**src/hw/tma_pkg.sv**
```systemverilog
package tma_pkg;
    // ----------------------------------------
    // memory geometry and codes
    // ----------------------------------------
    localparam int unsigned TMA_NPTS = 16;
    localparam int unsigned TMA_AW = 4;
    localparam int unsigned TMA_DW = 12;
    localparam logic [11:0] TMA_MID = 12'h800;
    localparam logic [11:0] TMA_TOP = 12'hfff;
    localparam logic [11:0] TMA_CLEAR = 12'h000;
    localparam int unsigned TMA_NPARAM = 8;
    // ----------------------------------------
    // register byte offsets
    // ----------------------------------------
    localparam logic [7:0] TMA_CTRL = 8'h00;
    localparam logic [7:0] TMA_CMD = 8'h04;
    localparam logic [7:0] TMA_LINE = 8'h08;
    localparam logic [7:0] TMA_STAT = 8'h0c;
    localparam logic [7:0] TMA_RDA = 8'h10;
    localparam logic [7:0] TMA_RDB = 8'h14;
    localparam logic [7:0] TMA_REL = 8'h18;
    localparam logic [7:0] TMA_PSEL = 8'h1c;
    // ctrl bits
    localparam int unsigned TMA_C_PEAK = 0;
    localparam int unsigned TMA_C_DIFF = 1;
    localparam int unsigned TMA_C_VA = 2;
    localparam int unsigned TMA_C_VB = 3;
    localparam int unsigned TMA_C_LINE = 4;
    localparam int unsigned TMA_C_SHREF = 5;
    localparam int unsigned TMA_C_NOISE = 6;
    // cmd bits (write one, self clearing)
    localparam int unsigned TMA_K_STORE = 0;
    localparam int unsigned TMA_K_RECALL = 1;
    localparam int unsigned TMA_K_CLEAR = 2;
    localparam int unsigned TMA_K_PARAM = 3;
    // rel bits: [0]=ref on diff, [1]=meas on diff, [2]=request
    localparam logic [1:0] TMA_RESP_OK = 2'b00;
    localparam logic [1:0] TMA_RESP_SLVERR = 2'b10;

    typedef enum logic [2:0] {
        TMA_IDLE = 3'b000,
        TMA_SUB = 3'b001,
        TMA_ADD = 3'b011,
        TMA_COPY = 3'b010,
        TMA_RECALL = 3'b110,
        TMA_CLR = 3'b111
    } tma_state_t;

    typedef struct packed {
        logic valid;
        logic [3:0] addr;
        logic [11:0] data;
    } tma_sample_t;

    typedef struct packed {
        logic valid;
        logic [3:0] addr;
        logic [11:0] data;
        logic [11:0] refl;
    } tma_pixel_t;
endpackage : tma_pkg

```
**src/hw/tma_trace_memory.sv**
```systemverilog
// Implementation choices: the AXI4-Lite slave port and the register addresses.
`timescale 1ns/100ps
// Functional notes
// - peak retain keeps largest sample per point outside diff mode
// - diff on subtracts stored trace once
// - diff mode subtracts stored from new samples
// - zero difference shown at middle line
// - shifted command moves zero to level line
// - equal traces flat; positive means current larger
// - diff runs always; drawn only if enabled
// - raw and diff never shown; stored independent
// - diff off adds stored trace back
// - out of range difference saturates in memory; only clipped new samples are counted in status
// - store in diff mode copies diff trace
// - store while idle leaves current unchanged
// - counter reading uses raw current sample
// - noise density blocked in diff mode
// - level line reported from top line in diff mode, on display A only
// - relative in diff mode only when both on diff
// - parameter change touches current data only
// - eight parameter readouts, selected one bright
// - stored memory changed only by copy (store)
module tma_trace_memory (
    // clock and reset
    input wire logic aclk,
    input wire logic aresetn,
    // axi4-lite write
    input wire logic [7:0] s_axi_awaddr,
    input wire logic s_axi_awvalid,
    output logic s_axi_awready,
    input wire logic [31:0] s_axi_wdata,
    input wire logic [3:0] s_axi_wstrb,
    input wire logic s_axi_wvalid,
    output logic s_axi_wready,
    output logic [1:0] s_axi_bresp,
    output logic s_axi_bvalid,
    input wire logic s_axi_bready,
    // axi4-lite read
    input wire logic [7:0] s_axi_araddr,
    input wire logic s_axi_arvalid,
    output logic s_axi_arready,
    output logic [31:0] s_axi_rdata,
    output logic [1:0] s_axi_rresp,
    output logic s_axi_rvalid,
    input wire logic s_axi_rready,
    // video samples
    input wire tma_pkg::tma_sample_t sample_in,
    input wire logic sweeping,
    // display refresh
    input wire logic [3:0] disp_addr,
    output tma_pkg::tma_pixel_t disp_a,
    output tma_pkg::tma_pixel_t disp_b,
    // readouts
    output logic [11:0] counter_level,
    output logic noise_density_readout,
    output logic [7:0] param_bright
);
    import tma_pkg::*;

    // ----------------------------------------
    // state
    // ----------------------------------------
    logic [11:0] mem_a_q [TMA_NPTS];
    logic [11:0] mem_b_q [TMA_NPTS];
    logic [6:0] ctrl_q;
    logic [11:0] line_q;
    logic [11:0] zero_ref_q;
    logic [2:0] rel_q;
    logic rel_ok_q;
    logic [2:0] psel_q;
    logic param_evt_q;
    logic [3:0] cmd_q;
    tma_state_t state_q;
    logic [3:0] idx_q;
    logic [3:0] rd_idx_q;
    logic [11:0] ovf_q;

    logic diff_on;
    assign diff_on = ctrl_q[TMA_C_DIFF];

    // ----------------------------------------
    // axi4-lite slave
    // ----------------------------------------
    logic [7:0] aw_q;
    logic aw_have_q;
    logic [31:0] w_q;
    logic w_have_q;
    logic wr_go;
    logic wr_hit;
    assign wr_go = aw_have_q && w_have_q && !s_axi_bvalid;

    always_comb
    begin
        case (aw_q)
            TMA_CTRL, TMA_CMD, TMA_LINE, TMA_REL, TMA_PSEL, TMA_RDA, TMA_RDB: wr_hit = 1'b1;
            default: wr_hit = 1'b0;
        endcase
    end

    always_ff @(posedge aclk)
    begin
        if (!aresetn)
        begin
            aw_have_q <= 1'b0;
            w_have_q <= 1'b0;
            aw_q <= 8'h00;
            w_q <= 32'h0000_0000;
            s_axi_awready <= 1'b0;
            s_axi_wready <= 1'b0;
            s_axi_bvalid <= 1'b0;
            s_axi_bresp <= TMA_RESP_OK;
        end
        else
        begin
            s_axi_awready <= !aw_have_q && !s_axi_awready && s_axi_awvalid;
            s_axi_wready <= !w_have_q && !s_axi_wready && s_axi_wvalid;
            if (s_axi_awvalid && s_axi_awready)
            begin
                aw_have_q <= 1'b1;
                aw_q <= s_axi_awaddr;
            end
            if (s_axi_wvalid && s_axi_wready)
            begin
                w_have_q <= 1'b1;
                w_q <= s_axi_wdata;
            end
            if (wr_go)
            begin
                aw_have_q <= 1'b0;
                w_have_q <= 1'b0;
                s_axi_bvalid <= 1'b1;
                s_axi_bresp <= wr_hit ? TMA_RESP_OK : TMA_RESP_SLVERR;
            end
            else if (s_axi_bready)
            begin
                s_axi_bvalid <= 1'b0;
            end
        end
    end

    logic [31:0] rd_word;
    logic rd_hit;
    always_comb
    begin
        rd_hit = 1'b1;
        case (s_axi_araddr)
            TMA_CTRL: rd_word = {25'h0, ctrl_q};
            TMA_LINE: rd_word = {20'h0, line_q};
            TMA_STAT: rd_word = {13'h0, ovf_q, state_q, idx_q};
            TMA_RDA: rd_word = {20'h0, mem_a_q[rd_idx_q]};
            TMA_RDB: rd_word = {20'h0, mem_b_q[rd_idx_q]};
            TMA_REL: rd_word = {28'h0, rel_ok_q, rel_q};
            TMA_PSEL: rd_word = {29'h0, psel_q};
            TMA_CMD: rd_word = 32'h0000_0000;
            default:
            begin
                rd_word = 32'h0000_0000;
                rd_hit = 1'b0;
            end
        endcase
    end

    always_ff @(posedge aclk)
    begin
        if (!aresetn)
        begin
            s_axi_arready <= 1'b0;
            s_axi_rvalid <= 1'b0;
            s_axi_rdata <= 32'h0000_0000;
            s_axi_rresp <= TMA_RESP_OK;
        end
        else
        begin
            s_axi_arready <= !s_axi_arready && !s_axi_rvalid && s_axi_arvalid;
            if (s_axi_arvalid && s_axi_arready)
            begin
                s_axi_rvalid <= 1'b1;
                s_axi_rdata <= rd_word;
                s_axi_rresp <= rd_hit ? TMA_RESP_OK : TMA_RESP_SLVERR;
            end
            else if (s_axi_rready)
            begin
                s_axi_rvalid <= 1'b0;
            end
        end
    end

    // ----------------------------------------
    // control registers
    // ----------------------------------------
    logic [6:0] ctrl_wr;
    always_comb
    begin
        ctrl_wr = w_q[6:0];
        ctrl_wr[TMA_C_NOISE] = w_q[TMA_C_NOISE] && !w_q[TMA_C_DIFF];
    end

    always_ff @(posedge aclk)
    begin
        if (!aresetn)
        begin
            ctrl_q <= 7'h04;
            line_q <= TMA_MID;
            zero_ref_q <= TMA_MID;
            rel_q <= 3'h0;
            rel_ok_q <= 1'b0;
            psel_q <= 3'h0;
            cmd_q <= 4'h0;
            rd_idx_q <= 4'h0;
            param_evt_q <= 1'b0;
        end
        else
        begin
            cmd_q <= 4'h0;
            param_evt_q <= 1'b0;
            if (wr_go && s_axi_wstrb[0])
            begin
                case (aw_q)
                    TMA_CTRL:
                    begin
                        ctrl_q <= ctrl_wr;
                        if (!w_q[TMA_C_DIFF])
                        begin
                            zero_ref_q <= TMA_MID;
                        end
                        else if (w_q[TMA_C_SHREF] && w_q[TMA_C_LINE])
                        begin
                            zero_ref_q <= line_q;
                        end
                    end
                    TMA_CMD:
                    begin
                        cmd_q <= w_q[3:0];
                        param_evt_q <= w_q[TMA_K_PARAM];
                    end
                    TMA_LINE: line_q <= w_q[11:0];
                    TMA_REL:
                    begin
                        rel_q <= w_q[2:0];
                        // in diff mode both ends must sit on the difference trace
                        rel_ok_q <= w_q[2] && (!diff_on || (w_q[0] && w_q[1]));
                    end
                    TMA_PSEL: psel_q <= w_q[2:0];
                    TMA_RDA, TMA_RDB: rd_idx_q <= w_q[3:0];
                    default: ;
                endcase
            end
        end
    end

    // ----------------------------------------
    // trace engine
    // ----------------------------------------
    logic diff_rise;
    logic diff_fall;
    logic diff_d1_q;
    assign diff_rise = diff_on && !diff_d1_q;
    assign diff_fall = !diff_on && diff_d1_q;

    logic [11:0] a_pt;
    logic [11:0] b_pt;
    logic [11:0] s_b;
    logic [11:0] s_a;
    logic [12:0] sub_wide;
    logic [12:0] pt_wide;
    logic [11:0] sub_sat, pt_sat;
    logic sub_clip, pt_clip;
    assign a_pt = mem_a_q[idx_q];
    assign b_pt = mem_b_q[idx_q];
    assign s_b = mem_b_q[sample_in.addr];
    assign s_a = mem_a_q[sample_in.addr];
    // clip to the signed code range: the part lost here is why a restore comes back distorted
    assign sub_wide = {1'b0, sample_in.data} - {1'b0, s_b};
    assign pt_wide = {1'b0, a_pt} - {1'b0, b_pt};
    assign sub_clip = sub_wide[12] != sub_wide[11];
    assign pt_clip = pt_wide[12] != pt_wide[11];
    assign sub_sat = sub_clip ? {sub_wide[12], {11{!sub_wide[12]}}} : sub_wide[11:0];
    assign pt_sat = pt_clip ? {pt_wide[12], {11{!pt_wide[12]}}} : pt_wide[11:0];

    always_ff @(posedge aclk)
    begin
        if (!aresetn)
        begin
            state_q <= TMA_IDLE;
            idx_q <= 4'h0;
            diff_d1_q <= 1'b0;
            ovf_q <= 12'h000;
            for (int i = 0; i < TMA_NPTS; i++)
            begin
                mem_a_q[i] <= TMA_CLEAR;
                mem_b_q[i] <= TMA_CLEAR;
            end
        end
        else
        begin
            case (state_q)
                TMA_IDLE:
                begin
                    idx_q <= 4'h0;
                    if (diff_rise)
                    begin
                        state_q <= TMA_SUB;
                        diff_d1_q <= 1'b1;
                    end
                    else if (diff_fall)
                    begin
                        state_q <= TMA_ADD;
                        diff_d1_q <= 1'b0;
                    end
                    else if (cmd_q[TMA_K_STORE])
                    begin
                        state_q <= TMA_COPY;
                    end
                    else if (cmd_q[TMA_K_RECALL])
                    begin
                        state_q <= TMA_RECALL;
                    end
                    else if (cmd_q[TMA_K_CLEAR])
                    begin
                        state_q <= TMA_CLR;
                    end
                    else if (sample_in.valid)
                    begin
                        // only the current memory takes samples
                        if (diff_on)
                        begin
                            mem_a_q[sample_in.addr] <= sub_sat;
                            ovf_q <= ovf_q + {11'h0, sub_clip};
                        end
                        else if (!ctrl_q[TMA_C_PEAK] || sample_in.data > s_a)
                        begin
                            mem_a_q[sample_in.addr] <= sample_in.data;
                        end
                    end
                end
                TMA_SUB, TMA_ADD, TMA_COPY, TMA_RECALL, TMA_CLR:
                begin
                    case (state_q)
                        TMA_SUB: mem_a_q[idx_q] <= pt_sat;
                        TMA_ADD: mem_a_q[idx_q] <= a_pt + b_pt;
                        TMA_COPY: mem_b_q[idx_q] <= a_pt;
                        TMA_RECALL: mem_a_q[idx_q] <= b_pt;
                        default: mem_a_q[idx_q] <= TMA_CLEAR;
                    endcase
                    idx_q <= idx_q + 4'h1;
                    if (idx_q == 4'(TMA_NPTS - 1))
                    begin
                        state_q <= TMA_IDLE;
                    end
                end
                default: state_q <= TMA_IDLE;
            endcase
        end
    end

    // ----------------------------------------
    // display, counter and readouts
    // ----------------------------------------
    always_ff @(posedge aclk)
    begin
        if (!aresetn)
        begin
            disp_a <= '0;
            disp_b <= '0;
            counter_level <= 12'h000;
            noise_density_readout <= 1'b0;
            param_bright <= 8'h01;
        end
        else
        begin
            // one memory holds either raw or difference, never both
            disp_a.valid <= ctrl_q[TMA_C_VA];
            disp_a.addr <= disp_addr;
            disp_a.data <= mem_a_q[disp_addr] + (diff_on ? zero_ref_q : 12'h000);
            disp_a.refl <= diff_on ? TMA_TOP - line_q : line_q;
            disp_b.valid <= ctrl_q[TMA_C_VB];
            disp_b.addr <= disp_addr;
            disp_b.data <= mem_b_q[disp_addr];
            disp_b.refl <= line_q;
            if (sample_in.valid && sweeping && !param_evt_q)
            begin
                counter_level <= sample_in.data;
            end
            noise_density_readout <= ctrl_q[TMA_C_NOISE] && !diff_on;
            param_bright <= 8'h01 << psel_q;
        end
    end
endmodule : tma_trace_memory

```
**config.mk**
```make
export PLATFORM = sky130hd
export DESIGN_NAME = tma_trace_memory
export DESIGN_NICKNAME = d
export VERILOG_FILES = /design/src/hw/tma_pkg.sv /design/src/hw/tma_trace_memory.sv
export SDC_FILE = /design/constraint.sdc
export NUM_CORES = 1
export LEC_CHECK = 0
export CORE_ASPECT_RATIO = 0.75
export CORE_MARGIN = 3
export CORE_UTILIZATION = 65
export DETAILED_ROUTE_END_ITERATION = 16
export DONT_BUFFER_PORTS = 1
export PLACE_DENSITY_LB_ADDON = 0.1
export SETUP_SLACK_MARGIN = 0.02
export SYNTH_ARGS = -nofsm -noshare
export SYNTH_HDL_FRONTEND = slang
export SYNTH_SLANG_ARGS = --single-unit
```
**constraint.sdc**
```tcl
create_clock -name aclk -period 6.4 [get_ports aclk]
set_input_delay 1.28 -clock aclk [delete_from_list [all_inputs] [get_ports aclk]]
set_output_delay 1.28 -clock aclk [all_outputs]
set_load 0.02 [all_outputs]
```
Word-level counts from Yosys, hierarchy flattened
Memories as Yosys holds them, arrays and structs flattened. A register that Yosys moved wholly into a read port is not among the register bits. Index checks and enable logic that the tools add are counted.

Memories kept: 2. Register bits after elaboration: 192. Input port bits: 81. RAM bits: 384. Output and inout port bits: 120.

Memories: mem_a_q (words 16, bits a word 12, rd ports 4, clocked after memory_dff 2, write ports 16, RTL line tma_trace_memory.sv:63) `logic [11:0] mem_a_q [TMA_NPTS];`; mem_b_q (words 16, bits a word 12, rd ports 4, clocked after memory_dff 3, write ports 16, RTL line tma_trace_memory.sv:64) `logic [11:0] mem_b_q [TMA_NPTS];`.

Bitwise operators: 10. Add/sub/neg operators: 7. Reduce and logical (&&, ||, !) cells: 64. Equality and inequality tests: 24. Mux-type cells: 88. $lt $le $gt $ge: 1. Shift-type cells: 1.

Operators with widths (count): $mux 12 (13); $pmux 19 s7 (1); $eq 8x5->1 const B (8); $mux 1 (53); $mux 4 (11); $reduce_or 12->1 (3); $sub 12x12->13 (2); $add 12x12->12 (2); $eq 8x4->1 const B (3); $logic_and 1x1->1 (21); $mux 3 (6); $eq 8x3->1 const B (2); $logic_not 8->1 (2); $logic_not 1->1 (15); $reduce_and 2->1 (7); $add 12x1->12 (1); $gt 12x12->1 (1); $sub 12x12->12 const A (1); $pmux 4 s2 (1); $reduce_and 8->1 (1); $reduce_bool 2->1 (4); $reduce_or 8->1 (1); $shl 1x3->8 const A (1); $reduce_or 7->1 (1); other kinds (19) (34).

Logic depth before layout (Yosys ltp)
Gate-level depths: netlist of run 1. An unclocked memory read counts as a cell.

Depth in word-level cells: 18. Mapped depth: 24. Mapped depth without buffers: 17.

Worst setup path before layout of run 1
Ideal clock, no wire load.

Path kind: in2reg. Start point: in sample_in[12] (netlist bit). End point: reg ovf_q[10]. Setup slack: 0.559 ns. Arrival time: 5.726 ns. Required time: 6.285 ns. Stages: 19. Path through: clkbuf_1 -> buf_1 -> mux4_2 -> mux4_2 -> inv_1 -> ha_1 -> a21o_1 -> a211o_1 -> o211a_1 -> or3_1 -> a21oi_2 -> inv_1 -> nand2_1 -> ha_1 -> ha_1 -> and3_1 -> nand4_1 -> xnor2_1 -> and2_1.

Word-level cells in the longest chain between the ends: 4.

Ends and longest elaborated chain: start: declaration (RTL line tma_trace_memory.sv:47) `input wire tma_pkg::tma_sample_t sample_in,`; $mem_v2 16x12; $sub 12x12->13 (RTL line tma_trace_memory.sv:273) `assign sub_wide = {1'b0, sample_in.data} - {1'b0, s_b};`; $ne 1x1->1 (RTL line tma_trace_memory.sv:275) `assign sub_clip = sub_wide[12] != sub_wide[11];`; $add 12x1->12 (RTL line tma_trace_memory.sv:328) `ovf_q <= ovf_q + {11'h0, sub_clip};`; end signal: assignment (RTL line tma_trace_memory.sv:328); end: declaration (RTL line tma_trace_memory.sv:76) `logic [11:0] ovf_q;`.

Every way passes these cells. A chain may end at the register's enable or synchronous reset.

==> results of run 1 <==
-- cell families (layout without fill, tap and decap cells) --
logic type | after synthesis | after routing | synth area share (%)
buffers and inverters | 327 | 258 | 4.06
adders and majority gates | 73 | 73 | 2.60
AOI/OAI and AO/OA | 315 | 315 | 6.23
and+or+nand+nor | 937 | 937 | 12.1
muxes | 528 | 528 | 30.8
other | 1 | 16 | 0.0104
DFF | 581 | 581 | 42.9
xor gates and xnor gates | 52 | 52 | 1.26
-- metrics by stage --
step	power [µW]	utilization [%]
floorplan	6770	-
global placement	7440	66.8
detailed placement	7520	66.8
CTS	11100	70.5
global route	11600	70.5
finish	11200	70.5
-- flip-flops by register name, indices dropped and copies added (netlist names), 4 cells and up, named ones only --
| name | cells |
|---|---|
| mem_a_q | 192 |
| mem_b_q | 192 |
| disp_b | 29 |
| disp_a | 25 |
| s_axi_rdata | 19 |
| counter_level | 12 |
| line_q | 12 |
| ovf_q | 12 |
| w_q | 12 |
| zero_ref_q | 12 |
| aw_q | 8 |
| param_bright | 8 |
| ctrl_q | 7 |
| idx_q | 4 |
| rd_idx_q | 4 |
-- metal layers --
metal	vias up	wire length, µm
li1	10500	-
met1	12900	40300
met2	2275	48600
met3	363	20100
met4	8	5200
met5	-	52
-- power breakdown --
| part | total [µW] | leakage (µW) | switching, µW | internal, µW |
|---|---|---|---|---|
| logic | 3180 | 0.00675 | 1850 | 1330 |
| clock network | 3640 | 0.00100 | 1550 | 2100 |
| registers | 4380 | 0.00557 | 218 | 4160 |
| total | 11200 | 0.0133 | 3620 | 7580 |
-- cells in the final DEF, fill, tap and decap left out, drive strengths merged, types with 24 or more instances in the layout --
| cell type | n |
|---|---|
| a22oi | 29 |
| nand2 | 208 |
| xnor2 | 28 |
| and2 | 85 |
| buf | 79 |
| nand3 | 32 |
| nor2 | 445 |
| a21boi | 55 |
| o21ai | 54 |
| ha | 66 |
| xor2 | 24 |
| mux4 | 465 |
| dfxtp | 197 |
| inv | 79 |
| mux2i | 49 |
| nor2b | 70 |
| clkbuf | 75 |
| a21oi | 60 |
| edfxtp | 384 |
-- final timing paths --
kind                                   endpoint  depth (start not counted)
setup reg to reg  mem_a_q[12][11]$_SDFFCE_PN0P_                         13
setup / recovery  mem_a_q[12][11]$_SDFFCE_PN0P_                         13
hold reg to reg        s_axi_awready$_SDFF_PN0_                          1
hold / removal         s_axi_awready$_SDFF_PN0_                          1
-- cell type report --
cell class / count / area (µm²) / area share [%]
clock inverters: 31 / 409 / 1.06
clock buffers: 75 / 1600 / 4.15
repair buffers: 79 / 656 / 1.70
multi-input cells: 1920 / 19200 / 49.8
inverters: 73 / 274 / 0.712
well taps: 722 / 903 / 2.35
diodes: 1 / 2.50 / 0.00650
flip-flops and latches: 581 / 15500 / 40.2
-- worst reg2reg max path, stage by stage, from the launching register on --
cell	delay, ns
dfxtp_4	0.67
buf_4	0.49
buf_4	0.41
mux4_2	0.40
mux4_2	0.58
ha_1	0.24
or2_2	0.28
o221ai_1	0.43
a211oi_1	0.19
o41ai_1	0.66
o31ai_1	0.18
xnor2_1	0.21
a211oi_4	0.73
nor2_1	0.11
==> summary.txt, run 1 <==
Synth
  • Synth top cells by count: mux4_2, nor2_1, edfxtp_1
  • Area leader, netlist: edfxtp_1
  • Cell Area, Synth: 36000 µm²
  • Async S/R FF share, synth: 0%
  • Area fraction of the dominant cell type after synthesis: 32.0%
  • Post-synth EDFFs: 384
  • Ys Warns: 0
  • Distinct cell type count after synthesis: 92
  • Mapped Avg Cell Area: 12.8 µm²
  • Area contributors post-synth: edfxtp_1, mux4_2, dfxtp_1
  • FF+latch count, synth: 581
  • Post-synthesis sequential area ratio: 42.9%
  • Most common cell in the netlist: mux4_2
  • Main flop type after synthesis: edfxtp_1
  • Syn Inst Count: 2814

Finish
  • Design Area, Final: 38500 µm²
  • Layout cells sized above 1: 26.8%
  • Non-Filler Instances: 3482
  • Fillers: 3673
  • Area delta synth->final: 6.83%
  • NumNets Final: 2862

Timing
  • Setup_tns: 0 ns
  • RSZ-0062 raised after global routing: false
  • Fin. max-slew vios: 0
  • Post-layout min period: 5.87 ns
  • Slew HR: 18.1%
  • Setup Skew: 0.0236 ns
  • Worst-margin pin slew: 1.23 ns
  • Highest Clock Rate: 170 MHz
  • Fin crit share: 91.8%
  • Final Hold Viols: 0
  • Fin Hold WS: 0.461 ns
  • Final setup viols: 0
  • PnR worst setup slack: 0.527 ns

GRT
  • Initial antenna violation count: 5
  • First-pass GRT wire length: 167000 µm
  • Met3 usage: 15.7%
  • Busiest grt layer: met2
  • Largest net degree at the start of global routing: 222
  • GRT Overall Usage: 39.3%
  • Met2 usage: 55.8%
  • Met1 GRT Util: 55.3%
  • GRT overflow: 0
  • Vias in the first global route: 25200

Drt
  • Antenna Violating Nets Remaining: 0
  • Vias per inst: 7.49
  • Routed WL per cell: 32.8 µm
  • Total routed wirelength: 114000 µm
  • DRC: 0
  • Initial drt markers: 4093
  • DR vias: 26100
  • DRT Pass-1 Iters: 6

Clocking
  • CTS Hold Buffers Added: 0
  • Max clock buf depth: 3
  • Root Buffer Master: clkbuf_16
  • Clk slew on worst S/H paths: 0.07 ns
  • Num CTS Buffers: 56
  • CTS tree: done
  • Resize count post-CTS: 0
  • # H-tree levels: 2
  • CTS sink cnt: 581
  • Clk Latency, worst-skew pair: 0.64 ns
  • Setup bufs post-CTS: 0

Placed design
  • Placed Instances: 3375
  • # port buffers: 0
  • Placed wire-length estimate: 76800 µm
  • Final GP Congestion: 0.993
  • Placed inst area: 36500 µm²
  • Pre-CTS WS: 0.541 ns

Setup path
  • Worst reg2reg setup slack: 0.53 ns
  • Startpoint types: flip-flop
  • Critical-path cell list: buf_4 > buf_4 > mux4_2 > mux4_2 > ha_1 > or2_2 > o221ai_1 > a211oi_1 > o41ai_1 > o31ai_1 > xnor2_1 > a211oi_4 > nor2_1
  • Setup crit end kind: flip-flop
  • Largest delay share family, worst path: compound AO/OA/AOI/OAI gates
  • Slowest-stage cell, CP: a211oi_4
  • Largest stage delay, worst path: 0.72 ns
  • Worst setup path class: flip-flop to flip-flop
  • Worst endpoint required time: 6.75 ns
  • Maximum fanout along the worst path: 26
  • WP data arrival: 6.23 ns
  • CP bufs+invs: 2

Pwr
  • Peak supply drop: 0.223 mV
  • Power per Cell Area: 291 nW/µm²
  • Leak Pwr: 0.0133 µW

Floorplanning
  • DIE WIDTH: 278 µm
  • Num rows: 74
  • Core Box Area: 54600 µm²
  • Die Y: 210 µm
  • IO Count: 201
  • Initial Utilization: 66.0%
  • Die area: 58400 µm²

Status
  • Status: completed

Worst hold path
  • Hold Path Class: flip-flop to flip-flop
  • Hold path startpoint: aw_have_q$_SDFFE_PP0P_

Run
  • Max-cap check violation count: 0
No activity file was read; power rests on OpenSTA's default activity.
==> inputs of run 2 (changes only) <==
--- a/config.mk
+++ b/config.mk
@@ -15,3 +15,4 @@
 export SYNTH_ARGS = -nofsm -noshare
 export SYNTH_HDL_FRONTEND = slang
 export SYNTH_SLANG_ARGS = --single-unit
+export TNS_END_PERCENT = 20
==> constraint.sdc (replaced) <==
create_clock -name aclk -period 6.66 [get_ports aclk]
set_input_delay 1.332 -clock aclk [delete_from_list [all_inputs] [get_ports aclk]]
set_output_delay 1.332 -clock aclk [all_outputs]
set_load 0.02 [all_outputs]
==> summary.txt, run 2 (same netlist as run 1, synthesis figures left out) <==
GRT
  • GRT overflow: 0
  • Largest net degree at the start of global routing: 222
  • Initial antenna violation count: 1
  • First-pass GRT wire length: 170000 µm
  • GRT Overall Usage: 40.1%
  • Vias in the first global route: 25500

Drt
  • Routed WL per cell: 33.4 µm
  • DRC: 0
  • Initial drt markers: 4256
  • DR vias: 26200
  • DRT Pass-1 Iters: 9
  • Total routed wirelength: 116000 µm
  • Vias per inst: 7.52
  • Antenna Violating Nets Remaining: 0

Clocking
  • CTS Hold Buffers Added: 0
  • Clk Latency, worst-skew pair: 0.65 ns
  • Setup bufs post-CTS: 0
  • CTS sink cnt: 581
  • Root Buffer Master: clkbuf_16
  • CTS tree: done
  • Clk slew on worst S/H paths: 0.07 ns
  • Num CTS Buffers: 56
  • # H-tree levels: 2
  • Max clock buf depth: 3
  • Resize count post-CTS: 0

Setup path
  • Setup crit end kind: flip-flop
  • Largest stage delay, worst path: 0.89 ns
  • WP data arrival: 6.36 ns
  • Critical-path cell list: buf_12 > mux4_2 > mux2_2 > o21ai_1 > inv_1 > ha_1 > a21oi_1 > a21boi_0 > o21a_1 > o211ai_1 > nor2_1 > a21oi_1 > a2bb2oi_2 > nor2_1
  • Slowest-stage cell, CP: a2bb2oi_2
  • Worst setup path class: flip-flop to flip-flop
  • Worst endpoint required time: 7.00 ns
  • Maximum fanout along the worst path: 28
  • Startpoint types: flip-flop

Placed design
  • # port buffers: 0
  • Placed wire-length estimate: 75400 µm
  • Final GP Congestion: 0.984

Floorplanning
  • Die area: 58400 µm²
  • Num rows: 74
  • Initial Utilization: 66.0%
  • DIE WIDTH: 278 µm
  • Core Box Area: 54600 µm²
  • IO Count: 201
  • Die Y: 210 µm

Run
  • Max-cap check violation count: 0

Worst hold path
  • Hold Path Class: flip-flop to flip-flop

Status
  • Status: completed

Timing
  • Setup Skew: 0.0382 ns
  • Slew HR: 11.6%
  • Final setup viols: 0
  • Highest Clock Rate: 166 MHz
  • Fin crit share: 90.4%
  • Final Hold Viols: 0
  • Fin. max-slew vios: 0
  • Worst-margin pin slew: 1.31 ns
  • Setup_tns: 0 ns
  • Post-layout min period: 6.02 ns
  • RSZ-0062 raised after global routing: false

Pwr
  • Power per Cell Area: 280 nW/µm²
  • Leak Pwr: 0.0133 µW
  • Peak supply drop: 0.230 mV

Finish
  • Area delta synth->final: 6.88%
  • Commonest non-fill, non-tap cell in the layout: mux4_2
  • Layout Utilization: 70.5%
  • Layout cells sized above 1: 26.7%
  • Commonest non-fill, non-tap cells in the layout: mux4_2, nor2_1, edfxtp_1
  • NumNets Final: 2863
  • Largest registers: mem_a_q (192), mem_b_q (192), disp_b (29)
  • Ant diodes: 0
-- run 2: stage by stage --
stage                     instance area (µm²)  instances  total power [µW]  hold slack [ns]  setup WS [ns]
after floorplan                         36100       2828              6510            0.421          0.767
after global placement                  36500       3376              7200            0.432          0.818
after detailed placement                36500       3376              7250            0.452          0.738
after CTS                               38500       3482             10700            0.463          0.819
after global routing                    38500       3482             11100            0.497          0.377
final                                   38500       3482             10800            0.466          0.641
-- run 2: per-layer routing --
metal	vias up	routed length, µm	GRT usage (%)
li1	10500	-	-
met1	12900	40500	55.7
met2	2308	49200	56.4
met3	432	20700	17.2
met4	2	5820	16.0
met5	-	14	0.481
-- run 2: worst paths after layout --
| check | cells past startpoint | endpoint | slack [ns] | startpoint |
|---|---|---|---|---|
| max | 14 | mem_a_q[14][3]$_SDFFCE_PN0P_ | 0.64 | flip-flop |
| min | 1 | s_axi_awready$_SDFF_PN0_ | 0.47 | aw_have_q$_SDFFE_PP0P_ |
| max reg2reg | 14 | mem_a_q[14][3]$_SDFFCE_PN0P_ | 0.64 | flip-flop |
| min reg2reg | 1 | s_axi_awready$_SDFF_PN0_ | 0.47 | aw_have_q$_SDFFE_PP0P_ |
-- run 2: power breakdown --
group	switching, µW	internal (µW)	total (µW)
combinational	1780	1290	3070
clock	1470	2030	3500
sequential	226	4000	4230
total	3480	7320	10800
-- run 2: layout make-up --
type                            count  area, µm²
Inverter                           73        274
Multi-Input combinational cell   1920      19200
Timing Repair Buffer               80        651
Tap cell                          722        903
Clock buffer                       78       1630
Fill cell                        3667      16100
Sequential cell                   581      15500
Clock inverter                     28        404
-- run 2: critical path: cells and delay by family (launching register included) --
family / cells / cell delay, ns
AOI/OAI and AO/OA: 7 / 2.67
adders and majority gates: 1 / 0.45
buffers and inverters: 2 / 0.50
DFF: 1 / 0.75
muxes: 2 / 0.83
and+or+nand+nor: 2 / 0.48
